**src/usm_pkg.sv**
```systemverilog
// usm_pkg: shared constants and types for the serial master in spi mode
// assumes: one system clock, synchronous active-high reset
package usm_pkg;

   // ------------------------------------------------------------
   // frame and divisor layout
   // ------------------------------------------------------------
   localparam int unsigned FRAME_BITS = 8;    // data bits per frame
   localparam int unsigned DIV_W      = 12;   // baud divisor width
   localparam int unsigned BIT_IDX_W  = 3;    // bit index width
   localparam int unsigned RX_LEVELS  = 2;    // receive buffer levels
   localparam int unsigned RX_CNT_W   = 2;    // receive level counter

   // ------------------------------------------------------------
   // values after reset
   // ------------------------------------------------------------
   localparam logic [11:0] BAUD_RESET = 12'h000;  // divisor after reset
   localparam logic [2:0]  LAST_BIT   = 3'h7;     // index of last bit
   localparam logic [1:0]  MODE_MSPI  = 2'h3;     // mode pair for spi
   localparam logic        LINE_IDLE  = 1'h1;     // idle data line level

   // ------------------------------------------------------------
   // transfer states
   // ------------------------------------------------------------
   typedef enum logic [0:0] {
      USM_IDLE,
      USM_SHIFT
   } usm_state_e;

endpackage

```
**src/usm_baud.sv**
```systemverilog
// usm_baud: half-period tick generator for the transfer clock
// assumes: run low while no frame shifts, divisor stable during a frame
module usm_baud #(
   parameter int unsigned W = usm_pkg::DIV_W
) (
   input  wire logic         sys_clk,
   input  wire logic         sys_rst,
   input  wire logic         run,        // count only while shifting
   input  wire logic [W-1:0] divisor,    // half period is divisor+1
   output logic              tick        // one pulse per half period
);

   // ------------------------------------------------------------
   // state
   // ------------------------------------------------------------
   typedef struct packed {
      logic [W-1:0] cnt;                 // cycles into half period
      logic         tick;                // registered tick
   } usm_baud_s;

   usm_baud_s st_reg;                    // current state
   usm_baud_s st_next;                   // next state

   // ------------------------------------------------------------
   // next state
   // ------------------------------------------------------------
   // restart from zero when idle so a transfer starts with a full half period
   always_comb begin
      st_next      = st_reg;
      st_next.tick = 1'b0;
      if (!run) begin
         st_next.cnt = '0;
      end else if (st_reg.cnt == divisor) begin     // RL6 RL7
         st_next.cnt  = '0;
         st_next.tick = 1'b1;
      end else begin
         st_next.cnt = st_reg.cnt + 1'b1;
      end
   end

   // registers
   always_ff @(posedge sys_clk) begin
      if (sys_rst) begin
         st_reg <= '0;
      end else begin
         st_reg <= st_next;
      end
   end

   assign tick = st_reg.tick;

endmodule

```
**src/usm_master.sv**
```systemverilog
// usm_master: serial unit run as a three-wire spi master
// assumes: software strobes are one-cycle pulses on sys_clk,
// serial input pin is asynchronous and is synchronised here
//
// Contract
// [RL1] mode pair 11 selects spi master
// [RL2] no parity, recovery; one shared controller
// [RL3] pin control and locations unchanged
// [RL4] internal clock only; pin must be output
// [RL5] set clock pin output before enabling
// [RL6] clock is sysclk over 2(divisor+1)
// [RL7] divisor zero gives half system clock
// [RL8] polarity and phase select modes 0-3
// [RL9] setup and sample on opposite edges
// [RL10] do not change mode mid transfer
// [RL11] eight bits, msb or lsb first
// [RL12] receive and transmit share data order
// [RL13] next frame back to back or idle-high
// [RL14] double buffered; complete after both bytes
// [RL15] receiver needs transmitter enabled
// [RL16] divisor zero at enable, then write
// [RL17] baud divisor resets to zero
// [RL18] idle before reconfig; clear complete flag
// [RL19] buffer write starts every transfer
// [RL20] overflow drops newest received byte
// [RL21] error flags always read zero
// [RL22] idle clock at polarity level
// [RL23] set receive and transmit complete flags
module usm_master (
   input  wire logic        sys_clk,
   input  wire logic        sys_rst,
   input  wire logic [1:0]  mode_select_pair,      // 11 selects spi
   input  wire logic        clock_polarity_bit,    // idle clock level
   input  wire logic        clock_phase_bit,       // sample on trailing
   input  wire logic        data_order_bit,        // 1 lsb first
   input  wire logic        transmitter_enable_bit,
   input  wire logic        receiver_enable_bit,
   input  wire logic        clock_pin_direction,   // 1 pin is output
   input  wire logic        baud_wr,               // divisor write
   input  wire logic [11:0] baud_wdata,            // divisor value
   input  wire logic        data_wr,               // data buffer write
   input  wire logic [7:0]  data_wdata,            // byte to send
   input  wire logic        data_rd,               // data buffer read
   input  wire logic        tx_complete_clr,       // clear tx complete
   input  wire logic        serial_in,             // pin, asynchronous
   output logic [7:0]       data_rdata,            // oldest unread byte
   output logic [11:0]      baud_divisor,          // current divisor
   output logic             master_spi_mode,       // spi mode active
   output logic             data_empty_flag,       // tx buffer empty
   output logic             transmit_complete_flag,
   output logic             receive_complete_flag,
   output logic             frame_error_flag,      // unused, zero
   output logic             data_overrun_flag,     // unused, zero
   output logic             parity_error_flag,     // unused, zero
   output logic             transfer_clock_out,    // clock pin level
   output logic             transfer_clock_oe,     // clock pin drive
   output logic             serial_out,            // data pin level
   output logic             serial_out_oe          // data pin drive
);

   // ------------------------------------------------------------
   // state
   // ------------------------------------------------------------
   typedef struct packed {
      usm_pkg::usm_state_e  state;      // idle or shifting
      logic [11:0]          baud;       // baud divisor
      logic [7:0]           tx_buf;     // queued byte
      logic                 tx_full;    // queued byte present
      logic [7:0]           tx_sh;      // byte being shifted
      logic [7:0]           rx_sh;      // byte being assembled
      logic [2:0]           bit_idx;    // bit within frame
      logic                 half;       // 1 after leading edge
      logic                 sck;        // clock pin level
      logic                 mosi;       // data pin level
      logic                 txc;        // transmit complete
      logic [7:0]           rx_buf0;    // oldest unread byte
      logic [7:0]           rx_buf1;    // second unread byte
      logic [1:0]           rx_cnt;     // unread bytes held
      logic                 in_meta;    // synchroniser stage 1
      logic                 in_sync;    // synchroniser stage 2
   } usm_master_s;

   usm_master_s st_reg;                 // current state
   usm_master_s st_next;                // next state
   logic        tick;                   // half period elapsed
   logic        active;                 // spi master enabled
   logic        rx_on;                  // receiver enabled

   // ------------------------------------------------------------
   // helpers
   // ------------------------------------------------------------
   // position of frame bit n in the byte, from the shared order
   function automatic logic [2:0] bit_pos(input logic [2:0] n,
                                          input logic       lsb);
      bit_pos = lsb ? n : (usm_pkg::LAST_BIT - n);   // RL11 RL12
   endfunction

   // ------------------------------------------------------------
   // mode decode
   // ------------------------------------------------------------
   // spi master only with the pair set, clock pin out, tx enabled
   assign active = (mode_select_pair == usm_pkg::MODE_MSPI)  // RL1
                   && clock_pin_direction                     // RL4
                   && transmitter_enable_bit;
   assign rx_on  = active && receiver_enable_bit;             // RL15

   // ------------------------------------------------------------
   // half-period generator
   // ------------------------------------------------------------
   usm_baud #(
      .W       (usm_pkg::DIV_W)
   ) u_baud (
      .sys_clk (sys_clk),
      .sys_rst (sys_rst),
      .run     (st_reg.state == usm_pkg::USM_SHIFT),
      .divisor (st_reg.baud),
      .tick    (tick)
   );

   // ------------------------------------------------------------
   // next state
   // ------------------------------------------------------------
   // one shared controller replaces separate rx and tx control
   always_comb begin
      logic       sample;               // sample the input now
      logic       frame_end;            // last trailing edge now
      logic [7:0] got;                  // completed received byte
      logic       load;                 // move buffer to shifter
      sample    = 1'b0;
      frame_end = 1'b0;
      got       = st_reg.rx_sh;
      load      = 1'b0;
      st_next   = st_reg;

      // input pin synchroniser
      st_next.in_meta = serial_in;
      st_next.in_sync = st_reg.in_meta;

      // divisor write
      if (baud_wr) begin
         st_next.baud = baud_wdata;
      end

      // software clear of transmit complete
      if (tx_complete_clr) begin
         st_next.txc = 1'b0;
      end

      // data buffer write queues a byte and starts transfers
      if (data_wr && active && !st_reg.tx_full) begin   // RL19 RL14
         st_next.tx_buf  = data_wdata;
         st_next.tx_full = 1'b1;
      end

      // data buffer read pops the oldest byte
      if (data_rd && st_reg.rx_cnt != 2'h0) begin
         st_next.rx_buf0 = st_reg.rx_buf1;
         st_next.rx_cnt  = st_reg.rx_cnt - 2'h1;
      end

      unique case (st_reg.state)
         usm_pkg::USM_IDLE: begin
            st_next.sck  = clock_polarity_bit;          // RL22
            st_next.mosi = usm_pkg::LINE_IDLE;          // RL13
            load = active && st_reg.tx_full;
         end
         usm_pkg::USM_SHIFT: begin
            if (tick && !st_reg.half) begin
               // leading edge
               st_next.sck  = ~st_reg.sck;
               st_next.half = 1'b1;
               if (clock_phase_bit) begin                // RL8 RL9
                  st_next.mosi = st_reg.tx_sh[bit_pos(st_reg.bit_idx,
                                              data_order_bit)];
               end else begin
                  sample = 1'b1;
               end
            end else if (tick) begin
               // trailing edge
               st_next.sck     = ~st_reg.sck;
               st_next.half    = 1'b0;
               st_next.bit_idx = st_reg.bit_idx + 3'h1;
               if (clock_phase_bit) begin                // RL8 RL9
                  sample = 1'b1;
               end else if (st_reg.bit_idx != usm_pkg::LAST_BIT) begin
                  st_next.mosi = st_reg.tx_sh[bit_pos(
                                 st_reg.bit_idx + 3'h1, data_order_bit)];
               end
               frame_end = (st_reg.bit_idx == usm_pkg::LAST_BIT);  // RL11
            end
         end
      endcase

      // sampled bit lands at its ordered position
      if (sample) begin
         got[bit_pos(st_reg.bit_idx, data_order_bit)] = st_reg.in_sync;
         st_next.rx_sh = got;
      end

      // frame end: store, then chain or go idle
      if (frame_end) begin
         if (rx_on) begin
            // a full buffer drops this newest byte
            if (st_reg.rx_cnt == 2'h0 ||
                (data_rd && st_reg.rx_cnt == 2'h1)) begin  // RL20
               st_next.rx_buf0 = got;
            end else if (st_reg.rx_cnt == 2'h1 ||
                         data_rd) begin                    // RL20
               st_next.rx_buf1 = got;
            end
            if (st_reg.rx_cnt != 2'(usm_pkg::RX_LEVELS) || data_rd) begin
               st_next.rx_cnt = st_next.rx_cnt + 2'h1;     // RL23
            end
         end
         if (active && st_reg.tx_full) begin
            load = 1'b1;                                   // RL13
         end else begin
            st_next.state = usm_pkg::USM_IDLE;
            // phase one samples on this edge: data idles a cycle later
            if (!clock_phase_bit) begin                    // RL9
               st_next.mosi = usm_pkg::LINE_IDLE;          // RL13
            end
            st_next.txc   = 1'b1;                          // RL14 RL23
         end
      end

      // move the queued byte into the shifter
      if (load) begin
         st_next.state   = usm_pkg::USM_SHIFT;
         st_next.tx_sh   = st_reg.tx_buf;
         st_next.tx_full = (data_wr && st_reg.tx_full) ? 1'b1 : 1'b0;
         if (data_wr && st_reg.tx_full) begin
            st_next.tx_buf = data_wdata;
         end
         st_next.bit_idx = 3'h0;
         st_next.half    = 1'b0;
         st_next.sck     = clock_polarity_bit;             // RL22
         st_next.rx_sh   = 8'h00;
         if (!clock_phase_bit) begin                       // RL9
            st_next.mosi = st_reg.tx_buf[bit_pos(3'h0, data_order_bit)];
         end
      end

      // disabling transmitter aborts, disabling receiver flushes
      if (!active) begin
         st_next.state   = usm_pkg::USM_IDLE;
         st_next.tx_full = 1'b0;
         st_next.sck     = clock_polarity_bit;             // RL22
         st_next.mosi    = usm_pkg::LINE_IDLE;
      end
      if (!rx_on) begin
         st_next.rx_cnt = 2'h0;                            // RL15
      end
   end

   // ------------------------------------------------------------
   // registers
   // ------------------------------------------------------------
   always_ff @(posedge sys_clk) begin
      if (sys_rst) begin
         st_reg       <= '0;
         st_reg.baud  <= usm_pkg::BAUD_RESET;              // RL17
         st_reg.mosi  <= usm_pkg::LINE_IDLE;
         st_reg.state <= usm_pkg::USM_IDLE;
      end else begin
         st_reg <= st_next;
      end
   end

   // ------------------------------------------------------------
   // outputs
   // ------------------------------------------------------------
   assign data_rdata             = st_reg.rx_buf0;
   assign baud_divisor           = st_reg.baud;
   assign master_spi_mode        = active;
   assign data_empty_flag        = !st_reg.tx_full;
   assign transmit_complete_flag = st_reg.txc;
   assign receive_complete_flag  = (st_reg.rx_cnt != 2'h0);  // RL23
   assign frame_error_flag       = 1'b0;                     // RL21 RL2
   assign data_overrun_flag      = 1'b0;                     // RL21
   assign parity_error_flag      = 1'b0;                     // RL21 RL2
   // pin control behaves as in normal serial mode
   assign transfer_clock_out     = st_reg.sck;
   assign transfer_clock_oe      = clock_pin_direction;      // RL3 RL4
   assign serial_out             = st_reg.mosi;
   assign serial_out_oe          = active;                   // RL3

endmodule

```
**config.mk**
```make
export PLATFORM = sky130hd
export DESIGN_NAME = usm_master
export DESIGN_NICKNAME = d
export VERILOG_FILES = /design/src/usm_pkg.sv /design/src/usm_baud.sv /design/src/usm_master.sv
export SDC_FILE = /design/constraint.sdc
export NUM_CORES = 1
export LEC_CHECK = 0
export ABC_AREA = 1
export BUFFER_PORTS_ARGS = -buffer_cell sky130_fd_sc_hd__buf_2
export CAP_MARGIN = 20
export CORE_MARGIN = 2
export CORE_UTILIZATION = 40
export CTS_CLUSTER_SIZE = 40
export DETAILED_ROUTE_END_ITERATION = 8
export PLACE_DENSITY = 0.64
export SYNTH_ARGS = -nofsm -noshare
export SYNTH_HDL_FRONTEND = slang
export SYNTH_SLANG_ARGS = --single-unit
```
**constraint.sdc**
```tcl
create_clock -name sys_clk -period 3.49 [get_ports sys_clk]
set_clock_uncertainty 0.05 [all_clocks]
set_input_delay 0.349 -clock sys_clk [delete_from_list [all_inputs] [get_ports sys_clk]]
set_output_delay 0.349 -clock sys_clk [all_outputs]
set_load 0.02 [all_outputs]
```
Word-level counts from Yosys, hierarchy flattened --
Cells that the tools add are included.
Word-level totals: flip-flop bits (word level) 78, input bits 35, output and inout port bits 31
Operators by class: $add $sub $neg 6, magnitude comparators 4, eq/ne operators 9, muxes and demuxes 55, bitwise operators 6, reduce and logical (&&, ||, !) cells 29
Operators with widths (count):
- two-way mux 8 bit | 6
- two-way mux 31 bit | 1
- two-way mux 1 bit | 26
- two-way mux 20 bit | 1
- two-way mux 18 bit | 1
- two-way mux 6 bit | 3
- two-way mux 3 bit | 5
- adder 12 x 1 -> 12 bit (second input constant) | 1
- equality test 12 bit | 1
- < comparator 3 x 4 -> 1 bit (second input constant) | 3
- logical AND 1 bit | 11
- binary-select mux 1 bit (select 3 bit) | 3
- two-way mux 9 bit | 1
- bitwise mux 8 bit | 1
- two-way mux 2 bit | 4
- OR reduction 2 bit | 4
- inverter 1 bit | 6
- nonzero test 2 bit | 3
- subtractor 3 bit (first input constant) | 2
- inequality test 5 x 2 -> 1 bit (second input constant) | 1
- two-way mux 4 bit | 1
- one-hot mux 2 bit (2 select lines) | 1
- AND reduction 2 bit | 2
- AND reduction 4 bit | 1
- 17 further kinds | 20

Longest topological paths before layout --
Gate-level depths: netlist of the first run.
depth in word-level cells 18, gate-level depth with buffers 14, mapped depth without buffers 13

By module --
From an unflattened synthesis of the first run, not the netlist that was laid out.
Second synthesis, totals: cells, all modules 538, area total of the unflattened synthesis 3960.0 µm²
Modules (own cells, without submodules):
- usm_master | instances 1, cells each 417, area each 3195.6 µm², sequential area each 1301.2 µm²
- usm_baud | instances 1, cells each 121, area each 764.5 µm², sequential area each 260.2 µm²

Least setup slack after synthesis of the first run --
No wires, ideal clock.
path kind register -> register, start point register st_reg[2] in the netlist's numbering, end point register st_reg (netlist bit data_rdata[0]), library setup time 0.127 ns, arrival time 1.489 ns, required time 3.313 ns, slack 1.824 ns, cell stages (with the launch flop) 9, cells stage by stage dfxtp_1 inv_1 ha_1 inv_1 nand2_1 buf_2 mux2_2 o21ai_0 a21oi_1
Between the ends: cells in the longest elaborated chain, start to end 6, elaborated cells on any way between the ends 10, those cells by class eq/ne: 1; mux: 4; reduce/logical: 5
Ends and longest elaborated chain:
- from (decl) | RTL line usm_master.sv:83 | usm_master_s st_reg;
- from (signal assigned) | RTL line usm_master.sv:266 | st_reg <= st_next;
- nonzero test 2 bit *
- named net receive_complete_flag | RTL line usm_master.sv:51 | output logic receive_complete_flag,
- logical AND 1 bit * | RTL line usm_master.sv:156 | if (data_rd && st_reg.rx_cnt != 2'h0) begin
- two-way mux 8 bit * | RTL line usm_master.sv:156
- two-way mux 8 bit | RTL line usm_master.sv:204 | if (st_reg.rx_cnt == 2'h0 ||
- two-way mux 18 bit | RTL line usm_master.sv:202 | if (rx_on) begin
- two-way mux 20 bit * | RTL line usm_master.sv:201 | if (frame_end) begin
The timed path passes the listed nets; every way through them passes the cells marked *. A chain may end at the register's enable or synchronous reset.

Final worst setup path of the first run --
start point register st_reg[2] in the netlist's numbering, end point register st_reg[3] in the netlist's numbering
Between the ends: cells in the longest elaborated chain, start to end 7, elaborated cells on any way between the ends 10, those cells by class add/sub: 2; eq/ne: 1; mux: 4; reduce/logical: 3
Ends and longest elaborated chain (RTL line):
- branches (longest 6 deep; another with subtractor 2 x 1 -> 2 bit)
- two-way mux 20 bit * | usm_master.sv:201
Mark *: on every way between the ends.

==> results by group, run 1 <==
Floorplanning
  • Number of placement rows: 35
  • Area of the die: between 10000 and 15000 um2
  • Overall die height: 101.7 um
  • Die outline width: about 100 um
  • Area of the core: between 9000 and 10000 um2
  • Effective utilization at floorplan: 0.4131
  • Boundary pin count: 66

Power and ir drop
  • Power density relative to cell area: just under 400 nW/um2
  • Worst supply voltage drop on vdd: 0.1878 mV
  • Fraction of power consumed by sequential logic: 0.549
  • Power, Total: between 0.0015 and 0.002 W
  • Pleak: roughly 1.9 nW
  • Proportion of power drawn by combinational gates: 0.073
  • Total net switching power: 0.0004512 W
  • Switching fraction of total power: 0.2710
  • Internal: about 0.0012 W
  • Relative contribution of the clock network to total power: 0.377

STA
  • Final Hold Vio Count: 0
  • Setup violation total in the final timing report: 0
  • Sum of negative setup slack: 0 ps
  • Min setup slack post-route: around 1500 ps
  • Final Cycle Share: 0.5698
  • Hold WS: around 160 ps
  • Final period demand of the worst path: just under 2000 ps
  • Fmax: between 500 and 600 MHz
  • Unrepaired setup endpoints after global routing: no
  • Max Transition Viols Final: 0

Worst setup path
  • Arrival time of data at the critical path endpoint: ~2200 ps
  • Worst setup SP type: flip-flop
  • Type of destination of the critical path: flip-flop
  • Class of the most critical setup path: flip-flop to flip-flop
  • Maximum net fanout on the critical path: 11
  • Critical path required time: roughly 3700 ps

CTS
  • Level count of the clock H-tree: 3
  • CTS tree: yes
  • Number of setup buffers added after CTS: 0
  • Root buffer selected by CTS: sky130_fd_sc_hd__clkbuf_8
  • Max Root-Sink Buffers: 2
  • Resized Gates After CTS: 0
  • CTS Buf Count: 9
  • Clock insertion delay at the later pin of the skew report: approximately 350 ps
  • Hold buffer count at CTS: 0
  • Clock sink count: 78
  • Reg clk slew, reported paths: about 90 ps

Routing
  • Remaining design rule violation count: 0
  • DR top layer: met4
  • Routed length on met1: 3695 um
  • Via/cell ratio: approximately 4.8
  • Starting DRC count in detailed routing: 97
  • Total iterations of the first detailed-routing run: 4
  • Detailed-route via count: roughly 3200
  • Post-detailed-route count of antenna-violating nets: 0
  • Total Wirelength: 8145 um
  • DR WL met2: approximately 4000 um
  • Total met3 wirelength after detailed routing: about 370 um
  • Detailed-route wire length per cell: 12.03 um

Final layout
  • Inserted Diodes: 0
  • Area delta synth->final: 10.39%
  • Nets@finish: slightly below 600
  • Max reg flops: 41
  • Share of final-layout standard cells stronger than drive strength 1: 0.1898
  • Final instance area: between 4000 and 5000 um2
  • FILL cells: around 940

Yosys
  • Synth area leaders: sky130_fd_sc_hd__dfxtp_1, sky130_fd_sc_hd__nand2_1, sky130_fd_sc_hd__nor2_1
  • Cells after synthesis: between 500 and 600
  • Area of the mapped netlist: between 3000 and 4000 um2
  • Count of cell types in the netlist: 36
  • Area leader, netlist: sky130_fd_sc_hd__dfxtp_1
  • Flip-flop and latch count after synthesis: 78
  • Seq/Total Area, Yosys: 0.4090
  • Post-synth EDFFs: 0
  • Dominant synthesized flop cell: sky130_fd_sc_hd__dfxtp_1
  • Ys Warns: 0
  • Post-synth top area share: 0.4090
  • Post-synthesis area per instance: around 7.5 um2
  • Fraction of synthesis flops using an asynchronous set or reset pin: 0

Global route
  • Antenna violations before repair: 0
  • Pin count of the biggest net entering global routing: 47
  • Total track usage: 0.1660
  • Global-route wire length before repair: 13700 um
  • Total congestion overflow after global routing: 0
  • Vias in the first global route: 3049

Run status
  • Result of the run: finished clean

Hold path
  • Class of the most critical hold timing path: input pin to flip-flop

Job
  • Max capacitance violation total: 0

Placed design
  • HPWL after DPL: about 6100 um
  • IO buf count: 62
  • Last weighted congestion value of the routability-driven placer: about 0.83
  • Post-placement worst setup slack: around 1100 ps
  • Placed standard-cell area: about 4000 um2
[cells in the mapped netlist (4+ instances only)]
master,count
sky130_fd_sc_hd__a21oi_1,38
sky130_fd_sc_hd__buf_4,27
sky130_fd_sc_hd__clkbuf_1,6
sky130_fd_sc_hd__dfxtp_1,78
sky130_fd_sc_hd__ha_1,6
sky130_fd_sc_hd__inv_1,46
sky130_fd_sc_hd__mux2_2,8
sky130_fd_sc_hd__mux2i_1,8
sky130_fd_sc_hd__nand2_1,80
sky130_fd_sc_hd__nand2_2,4
sky130_fd_sc_hd__nand3_1,20
sky130_fd_sc_hd__nand4_1,5
sky130_fd_sc_hd__nor2_1,73
sky130_fd_sc_hd__nor3_1,10
sky130_fd_sc_hd__nor3b_1,4
sky130_fd_sc_hd__o21ai_0,44
sky130_fd_sc_hd__o21ai_1,4
sky130_fd_sc_hd__xnor2_1,7
sky130_fd_sc_hd__xor2_1,11
[per-stage QoR]
step                      utilization  instances
after floorplan                     -        510
after CTS                      0.4539        676
final                          0.4561        677
after global placement         0.4344        660
after detailed placement       0.4344        660
after global routing           0.4561        677
[power groups by stage]
stage	Sequential, W	Combinational [W]	Clock [W]
after global routing	0.000917	0.000137	0.000682
after global placement	0.000936	0.000119	0
after detailed placement	0.000936	0.000120	0
after floorplan	0.000932	0.0000932	0
final	0.000915	0.000122	0.000628
after CTS	0.000915	0.000121	0.000644
[layout make-up]
type / instances / area [um2] / share of cell area
Clock buffer: 9 / 123.9 / 0.02939
Tap cell: 129 / 161.4 / 0.03830
Inverter: 52 / 197.7 / 0.04691
Sequential cell: 78 / 1562 / 0.3705
Clock inverter: 7 / 56.30 / 0.01336
Timing Repair Buffer: 63 / 330.3 / 0.07838
Multi-Input combinational cell: 339 / 1783 / 0.4231
[cell usage in the layout (no fill, tap or decap), types with 7 or more instances in the layout]
cell	synthesis	routed
sky130_fd_sc_hd__xnor2_1	7	7
sky130_fd_sc_hd__a21oi_1	38	38
sky130_fd_sc_hd__inv_1	46	46
sky130_fd_sc_hd__nand3_1	20	20
sky130_fd_sc_hd__dfxtp_1	78	78
sky130_fd_sc_hd__nand2_1	80	80
sky130_fd_sc_hd__buf_2	2	62
sky130_fd_sc_hd__nor2_1	73	73
sky130_fd_sc_hd__nor3_1	10	10
sky130_fd_sc_hd__mux2i_1	8	8
sky130_fd_sc_hd__mux2_2	8	8
sky130_fd_sc_hd__o21ai_0	44	44
sky130_fd_sc_hd__clkbuf_8	0	9
sky130_fd_sc_hd__xor2_1	11	11
[worst max-delay path, cell delays in order (launching register included)]
cell,delay [ps]
sky130_fd_sc_hd__dfxtp_1,360
sky130_fd_sc_hd__inv_1,90
sky130_fd_sc_hd__ha_1,240
sky130_fd_sc_hd__inv_1,80
sky130_fd_sc_hd__nand2_1,300
sky130_fd_sc_hd__nand2_1,140
sky130_fd_sc_hd__o21ai_0,130
sky130_fd_sc_hd__a21oi_1,140
sky130_fd_sc_hd__nand2_1,80
sky130_fd_sc_hd__xor2_1,140
sky130_fd_sc_hd__and3_1,150
[final timing paths]
check / start / end / slack [ps] / depth (start not counted)
hold reg to reg: st_next[0] / st_reg[0] / 340 / 2
setup reg to reg: st_reg[2] / st_reg[3] / 1500 / 10
setup / recovery: st_reg[2] / st_reg[3] / 1500 / 10
hold / removal: baud_wdata[1] / baud_divisor[1] / 160 / 3
[cell families (layout without fill, tap and decap cells)]
group,count (synthesis),after routing,synth area share
AO/OA/AOI/OAI,90,90,0.1200
other,1,3,0.0009823
buffers and inverters,93,131,0.1259
adder cells (fa/ha/maj),6,6,0.01967
multiplexers,16,16,0.04458
XOR/XNOR,18,18,0.04130
AND/OR/NAND/NOR,206,206,0.2386
flip-flops,78,78,0.4090
[layer usage]
metal	vias up	global-route usage
li1	1670	-
met1	1486	0.2007
met2	71	0.2824
met3	11	0.03658
met4	0	0.07277
met5	-	0
(Power assumes the default switching activity.)
==> inputs of run 2 (changes only) <==
Settings changed: PLACE_DENSITY 0.64 to 0.66.
Clock period 3.49 ns to 1.75 ns, I/O delays scaled along.
==> run 2 against run 1 <==
Net effect: register-to-register slack worse by 1400 ps; clock-buffer cell count unchanged; critical path depth down 1; non-clock buffer count increased by 29; core utilization up 4.3 points; critical path type unchanged; largest power group unchanged.
==> results by group, run 2 (synthesis results as in run 1) <==
Worst setup path
  • Worst setup SP type: flip-flop
  • Cell-by-cell listing of the critical path: ha_1, ha_4, nand2_2, clkinv_2, nand3_4, nor2_4, buf_12, o21ai_0, a21oi_1
  • Maximum net fanout on the critical path: 16
  • Class of the most critical setup path: flip-flop to flip-flop
  • Critical path buffer and inverter count: 2
  • Crit. path cell count: 9
  • Type of destination of the critical path: flip-flop
  • Kind of cell adding the most delay to the critical path: adder cells
  • Cell with the biggest individual delay on the critical path: sky130_fd_sc_hd__dfxtp_2
  • Delay of the slowest cell on the worst path: 340 ps
  • Arrival time of data at the critical path endpoint: roughly 1900 ps
  • Critical path required time: between 1500 and 2000 ps
  • Worst reg-to-reg path cell count: 9

Final layout
  • Inserted Diodes: 0
  • Non-filler cells in the finished layout: about 700
  • FILL cells: approximately 880
  • Leading cell type in the layout, fill and taps excluded: sky130_fd_sc_hd__nand2_1
  • Final instance area: 4607 um2
  • Commonest cells after routing, fill and taps aside: sky130_fd_sc_hd__nand2_1, sky130_fd_sc_hd__nor2_1, sky130_fd_sc_hd__dfxtp_1
  • Multi-input logic area: 1821 um2
  • Share of final-layout standard cells stronger than drive strength 1: 0.2288
  • Area taken by flip-flops and latches: around 1600 um2
  • Max reg flops: just over 40
  • Area delta synth->final: 20.68%
  • Post-Route Utilization: 0.4986
  • Nets@finish: around 600

Routing
  • Starting DRC count in detailed routing: roughly 150
  • Detailed-route via count: 3357
  • Total iterations of the first detailed-routing run: 4
  • Detailed-route wire length per cell: about 12 um
  • Total Wirelength: 8276 um
  • Via/cell ratio: ~4.8
  • Remaining design rule violation count: 0
  • Post-detailed-route count of antenna-violating nets: 0

CTS
  • CTS tree: yes
  • Clock insertion delay at the later pin of the skew report: around 350 ps
  • Level count of the clock H-tree: 3
  • Root buffer selected by CTS: sky130_fd_sc_hd__clkbuf_8
  • Max Root-Sink Buffers: 2
  • Clock sink count: around 80
  • CTS Buf Count: 9
  • Reg clk slew, reported paths: about 90 ps

Floorplanning
  • Overall die height: a little over 100 um
  • Die outline width: about 100 um
  • Area of the die: 10340 um2
  • Number of placement rows: 35
  • Area of the core: 9240 um2
  • Effective utilization at floorplan: 0.4131
  • Boundary pin count: between 60 and 70

Hold path
  • Class of the most critical hold timing path: input pin to flip-flop
  • Worst hold path stage count: 3

Run status
  • Result of the run: finished clean

Power and ir drop
  • Power density relative to cell area: 811.3 nW/um2
  • Power, Total: between 0.003 and 0.004 W
  • Worst supply voltage drop on vdd: 0.4172 mV
  • Pleak: about 2.1 nW

Global route
  • Antenna violations before repair: 0
  • Pin count of the biggest net entering global routing: 17
  • Total track usage: 0.1730
  • Global-route wire length before repair: 14370 um
  • Vias in the first global route: 3194
  • Total congestion overflow after global routing: 0

STA
  • Final Cycle Share: 0.9657
  • Setup violation total in the final timing report: 0
  • Final period demand of the worst path: roughly 1700 ps
  • Max Transition Viols Final: 0
  • Final Hold Vio Count: 0
  • Fmax: approximately 590 MHz
  • Hold WS: roughly 8.3 ps

Placed design
  • IO buf count: between 60 and 70
  • HPWL after DPL: 6193 um
  • Count of placed standard cells including taps: 672
  • Last weighted congestion value of the routability-driven placer: just under 0.9
  • Placed standard-cell area: slightly above 4000 um2

Job
  • Max capacitance violation total: 0
-- run 2: cell count changes in the layout (fill, tap and decap cells not counted), sizes merged --
cell / change
buf: +15
clkinvlp: -2
dlygate4sd3: +14
bufinv: +3
clkinv: +1
inv: -2
-- run 2: power breakdown --
group | internal (W) | switching, W | total (W)
clock network | 0.000951 | 0.000684 | 0.00164
logic | 0.000117 | 0.000160 | 0.000277
registers | 0.00180 | 0.0000252 | 0.00183
-- run 2: final cells by class --
cell class	count	share of cell area
well taps	129	0.03504
flip-flops and latches	78	0.3403
clock inverters	7	0.02662
repair buffers	92	0.1328
clock buffers	9	0.02689
inverters	52	0.04318
multi-input cells	339	0.3952
-- run 2: routing by layer --
| metal | wire length (um) | track usage | vias up |
|---|---|---|---|
| met5 | 0 | 0 | - |
| met4 | 123 | 0.05198 | 0 |
| met3 | 348 | 0.04555 | 12 |
| met2 | 4301 | 0.3082 | 64 |
| met1 | 3502 | 0.2028 | 1547 |
| li1 | - | - | 1734 |
-- run 2: worst register-to-register path, delay by kind of cell (launching register included) --
kind,cells,cell delay (ps)
flip-flops,1,340
AO/OA/AOI/OAI,2,300
AND/OR/NAND/NOR,3,240
buffers and inverters,2,220
adder cells (fa/ha/maj),2,400
-- run 2: what timing repair did --
action / in CTS / in global routing
cloned: 0 / 0
hold endpoints to repair: 14 / 0
setup buffers: 0 / 4
hold buffers: 14 / 0
setup endpoints to repair: 1 / 46
pin swaps: 1 / 2
resized for setup: 0 / 28
-- run 2: worst paths after layout --
path	slack, ps	startpoint	end
max	60	st_reg[24]	st_reg[5]
min reg2reg	390	st_next[0]	st_reg[0]
max reg2reg	60	st_reg[24]	st_reg[5]
min	8	data_wdata[6]	st_reg[50]
-- run 2: per-stage QoR --
step	setup slack, ps	TNS [ps]
after floorplan	84.46	0
after global placement	79.24	0
after detailed placement	4.450	0
after CTS	16.09	0
after global routing	-9.247	-15.80
final	59.94	0
==> inputs of run 3 (changes only) <==
==> constraint.sdc (replaced) <==
create_clock -name sys_clk -period 1.75 [get_ports sys_clk]
set_clock_uncertainty 0.05 [all_clocks]
set_input_delay 0.2625 -clock sys_clk [delete_from_list [all_inputs] [get_ports sys_clk]]
set_output_delay 0.2625 -clock sys_clk [all_outputs]
set_load 0.02 [all_outputs]
==> run 3 against run 2 <==
Net effect: worst hold slack gained 56 ps; clock power grew 9%; register-to-register slack gained 30 ps; sequential share of layout area grew 0.91 points; final cell count shrank 1.7%; die area is the same; critical endpoint is now st_reg[3]; largest cell class unchanged; routed wire length shrank 0.46%; cell area shrank 2.8%.
==> results by group, run 3 (synthesis results as in run 1) <==
Placed design
  • IO buf count: 62
  • HPWL after DPL: 6217 um
  • Count of placed standard cells including taps: approximately 670
  • Last weighted congestion value of the routability-driven placer: 0.8585

Global route
  • Total track usage: 0.1689
  • Global-route wire length before repair: between 10000 and 15000 um
  • Total congestion overflow after global routing: 0
  • Antenna violations before repair: 0
  • Pin count of the biggest net entering global routing: 17
  • Vias in the first global route: 3246

Floorplanning
  • Die outline width: 101.7 um
  • Area of the die: about 10000 um2
  • Overall die height: between 100 and 150 um
  • Effective utilization at floorplan: 0.4131
  • Area of the core: approximately 9000 um2
  • Number of placement rows: 35
  • Boundary pin count: 66

CTS
  • Root buffer selected by CTS: sky130_fd_sc_hd__clkbuf_8
  • Reg clk slew, reported paths: approximately 80 ps
  • Clock sink count: 78
  • CTS Buf Count: 9
  • Max Root-Sink Buffers: 2
  • CTS tree: yes
  • Clock insertion delay at the later pin of the skew report: between 300 and 400 ps
  • Level count of the clock H-tree: 3

Worst setup path
  • Critical path required time: between 1500 and 2000 ps
  • Type of destination of the critical path: flip-flop
  • Arrival time of data at the critical path endpoint: approximately 1900 ps
  • Minimum setup slack among reg-to-reg paths: between 90 and 100 ps
  • Maximum net fanout on the critical path: 4
  • Worst setup SP type: flip-flop
  • Class of the most critical setup path: flip-flop to flip-flop

Final layout
  • Non-filler cells in the finished layout: 694
  • Leading cell type in the layout, fill and taps excluded: sky130_fd_sc_hd__nand2_1
  • Commonest cells after routing, fill and taps aside: sky130_fd_sc_hd__nand2_1, sky130_fd_sc_hd__dfxtp_1, sky130_fd_sc_hd__nor2_1
  • Share of final-layout standard cells stronger than drive strength 1: 0.2336
  • FILL cells: approximately 930
  • Max reg flops: 41
  • Nets@finish: between 600 and 700
  • Area delta synth->final: 17.34%
  • Post-Route Utilization: 0.4848
  • Inserted Diodes: 0

Routing
  • Detailed-route via count: 3291
  • Post-detailed-route count of antenna-violating nets: 0
  • Via/cell ratio: between 4 and 5
  • Detailed-route wire length per cell: ~12 um
  • Starting DRC count in detailed routing: 71
  • Total iterations of the first detailed-routing run: 6
  • Remaining design rule violation count: 0
  • Total Wirelength: 8238 um

Power and ir drop
  • Relative contribution of the clock network to total power: 0.461
  • Power, Total: about 0.0039 W
  • Proportion of power drawn by combinational gates: 0.066
  • Total net switching power: 0.0008598 W
  • Pleak: approximately 2.1 nW
  • Worst supply voltage drop on vdd: between 0.5 and 0.6 mV
  • Switching fraction of total power: 0.2230
  • Power density relative to cell area: between 800 and 900 nW/um2
  • Fraction of power consumed by sequential logic: 0.473
  • Internal: approximately 0.003 W

STA
  • Fmax: between 600 and 700 MHz
  • Final Hold Vio Count: 0
  • Max Transition Viols Final: 0
  • Setup violation total in the final timing report: 0
  • Final period demand of the worst path: 1658 ps
  • Final Cycle Share: 0.9473
  • Sum of negative setup slack: 0 ps

Run status
  • Result of the run: finished clean

Job
  • Max capacitance violation total: 0

Hold path
  • Class of the most critical hold timing path: input pin to flip-flop
run 3: metrics by stage:
stage                     area (um2)  hold slack, ps  setup WS [ps]
after floorplan                 3825           281.6          84.46
after detailed placement        4124           378.2         0.1488
after global routing            4479           64.49         -2.758
after CTS                       4423           48.11          19.28
after global placement          4124           375.0          81.67
final                           4479           64.26          92.15
run 3: power by group through the flow:
| stage | Clock (W) | Sequential (W) | Combinational, W |
|---|---|---|---|
| 2_1_floorplan | 0 | 0.00186 | 0.000186 |
| 3_3_place_gp | 0 | 0.00187 | 0.000246 |
| 3_5_place_dp | 0 | 0.00187 | 0.000250 |
| 4_1_cts | 0.00181 | 0.00183 | 0.000252 |
| 5_1_grt | 0.00189 | 0.00183 | 0.000284 |
| 6_report | 0.00178 | 0.00183 | 0.000253 |
run 3: critical path, stage by stage (launching register included):
cell and delay (ps):
sky130_fd_sc_hd__dfxtp_1 380, sky130_fd_sc_hd__inv_2 70, sky130_fd_sc_hd__ha_2 200, sky130_fd_sc_hd__inv_1 90, sky130_fd_sc_hd__nand2_2 100, sky130_fd_sc_hd__nand2_1 80
sky130_fd_sc_hd__o21ai_0 110, sky130_fd_sc_hd__a21oi_1 130, sky130_fd_sc_hd__nand2_1 80, sky130_fd_sc_hd__xor2_1 130, sky130_fd_sc_hd__and3_1 140
run 3: repair_timing:
action | 4_1_cts | 5_1_grt
hold endpoints to repair | 0 | 0
hold buffers | 0 | 0
setup buffers | 2 | 3
pin swaps | 1 | 1
setup endpoints to repair | 6 | 45
resized for setup | 1 | 28
run 3: per-layer routing:
layer,vias to the layer above,global-route usage,part of all wire
met2,55,0.3021,0.51
li1,1710,-,-
met5,-,0,0
met4,0,0.06965,0.023
met3,16,0.04141,0.037
met1,1510,0.1911,0.43
run 3: worst paths after layout:
kind / start / cells past startpoint / to
worst max register to register: st_reg[2] / 10 / st_reg[3]
worst min register to register: st_next[0] / 2 / st_reg[0]
worst min-delay path: serial_in / 3 / st_next[0]
worst max-delay path: st_reg[2] / 10 / st_reg[3]
run 3: area by class of cell:
cell class | count | area (um2) | share of cell area
multi-input cells | 339 | 1803 | 0.4025
flip-flops and latches | 78 | 1565 | 0.3494
repair buffers | 80 | 483.0 | 0.1078
inverters | 52 | 197.7 | 0.04413
well taps | 129 | 161.4 | 0.03603
clock inverters | 7 | 145.1 | 0.03240
clock buffers | 9 | 123.9 | 0.02765
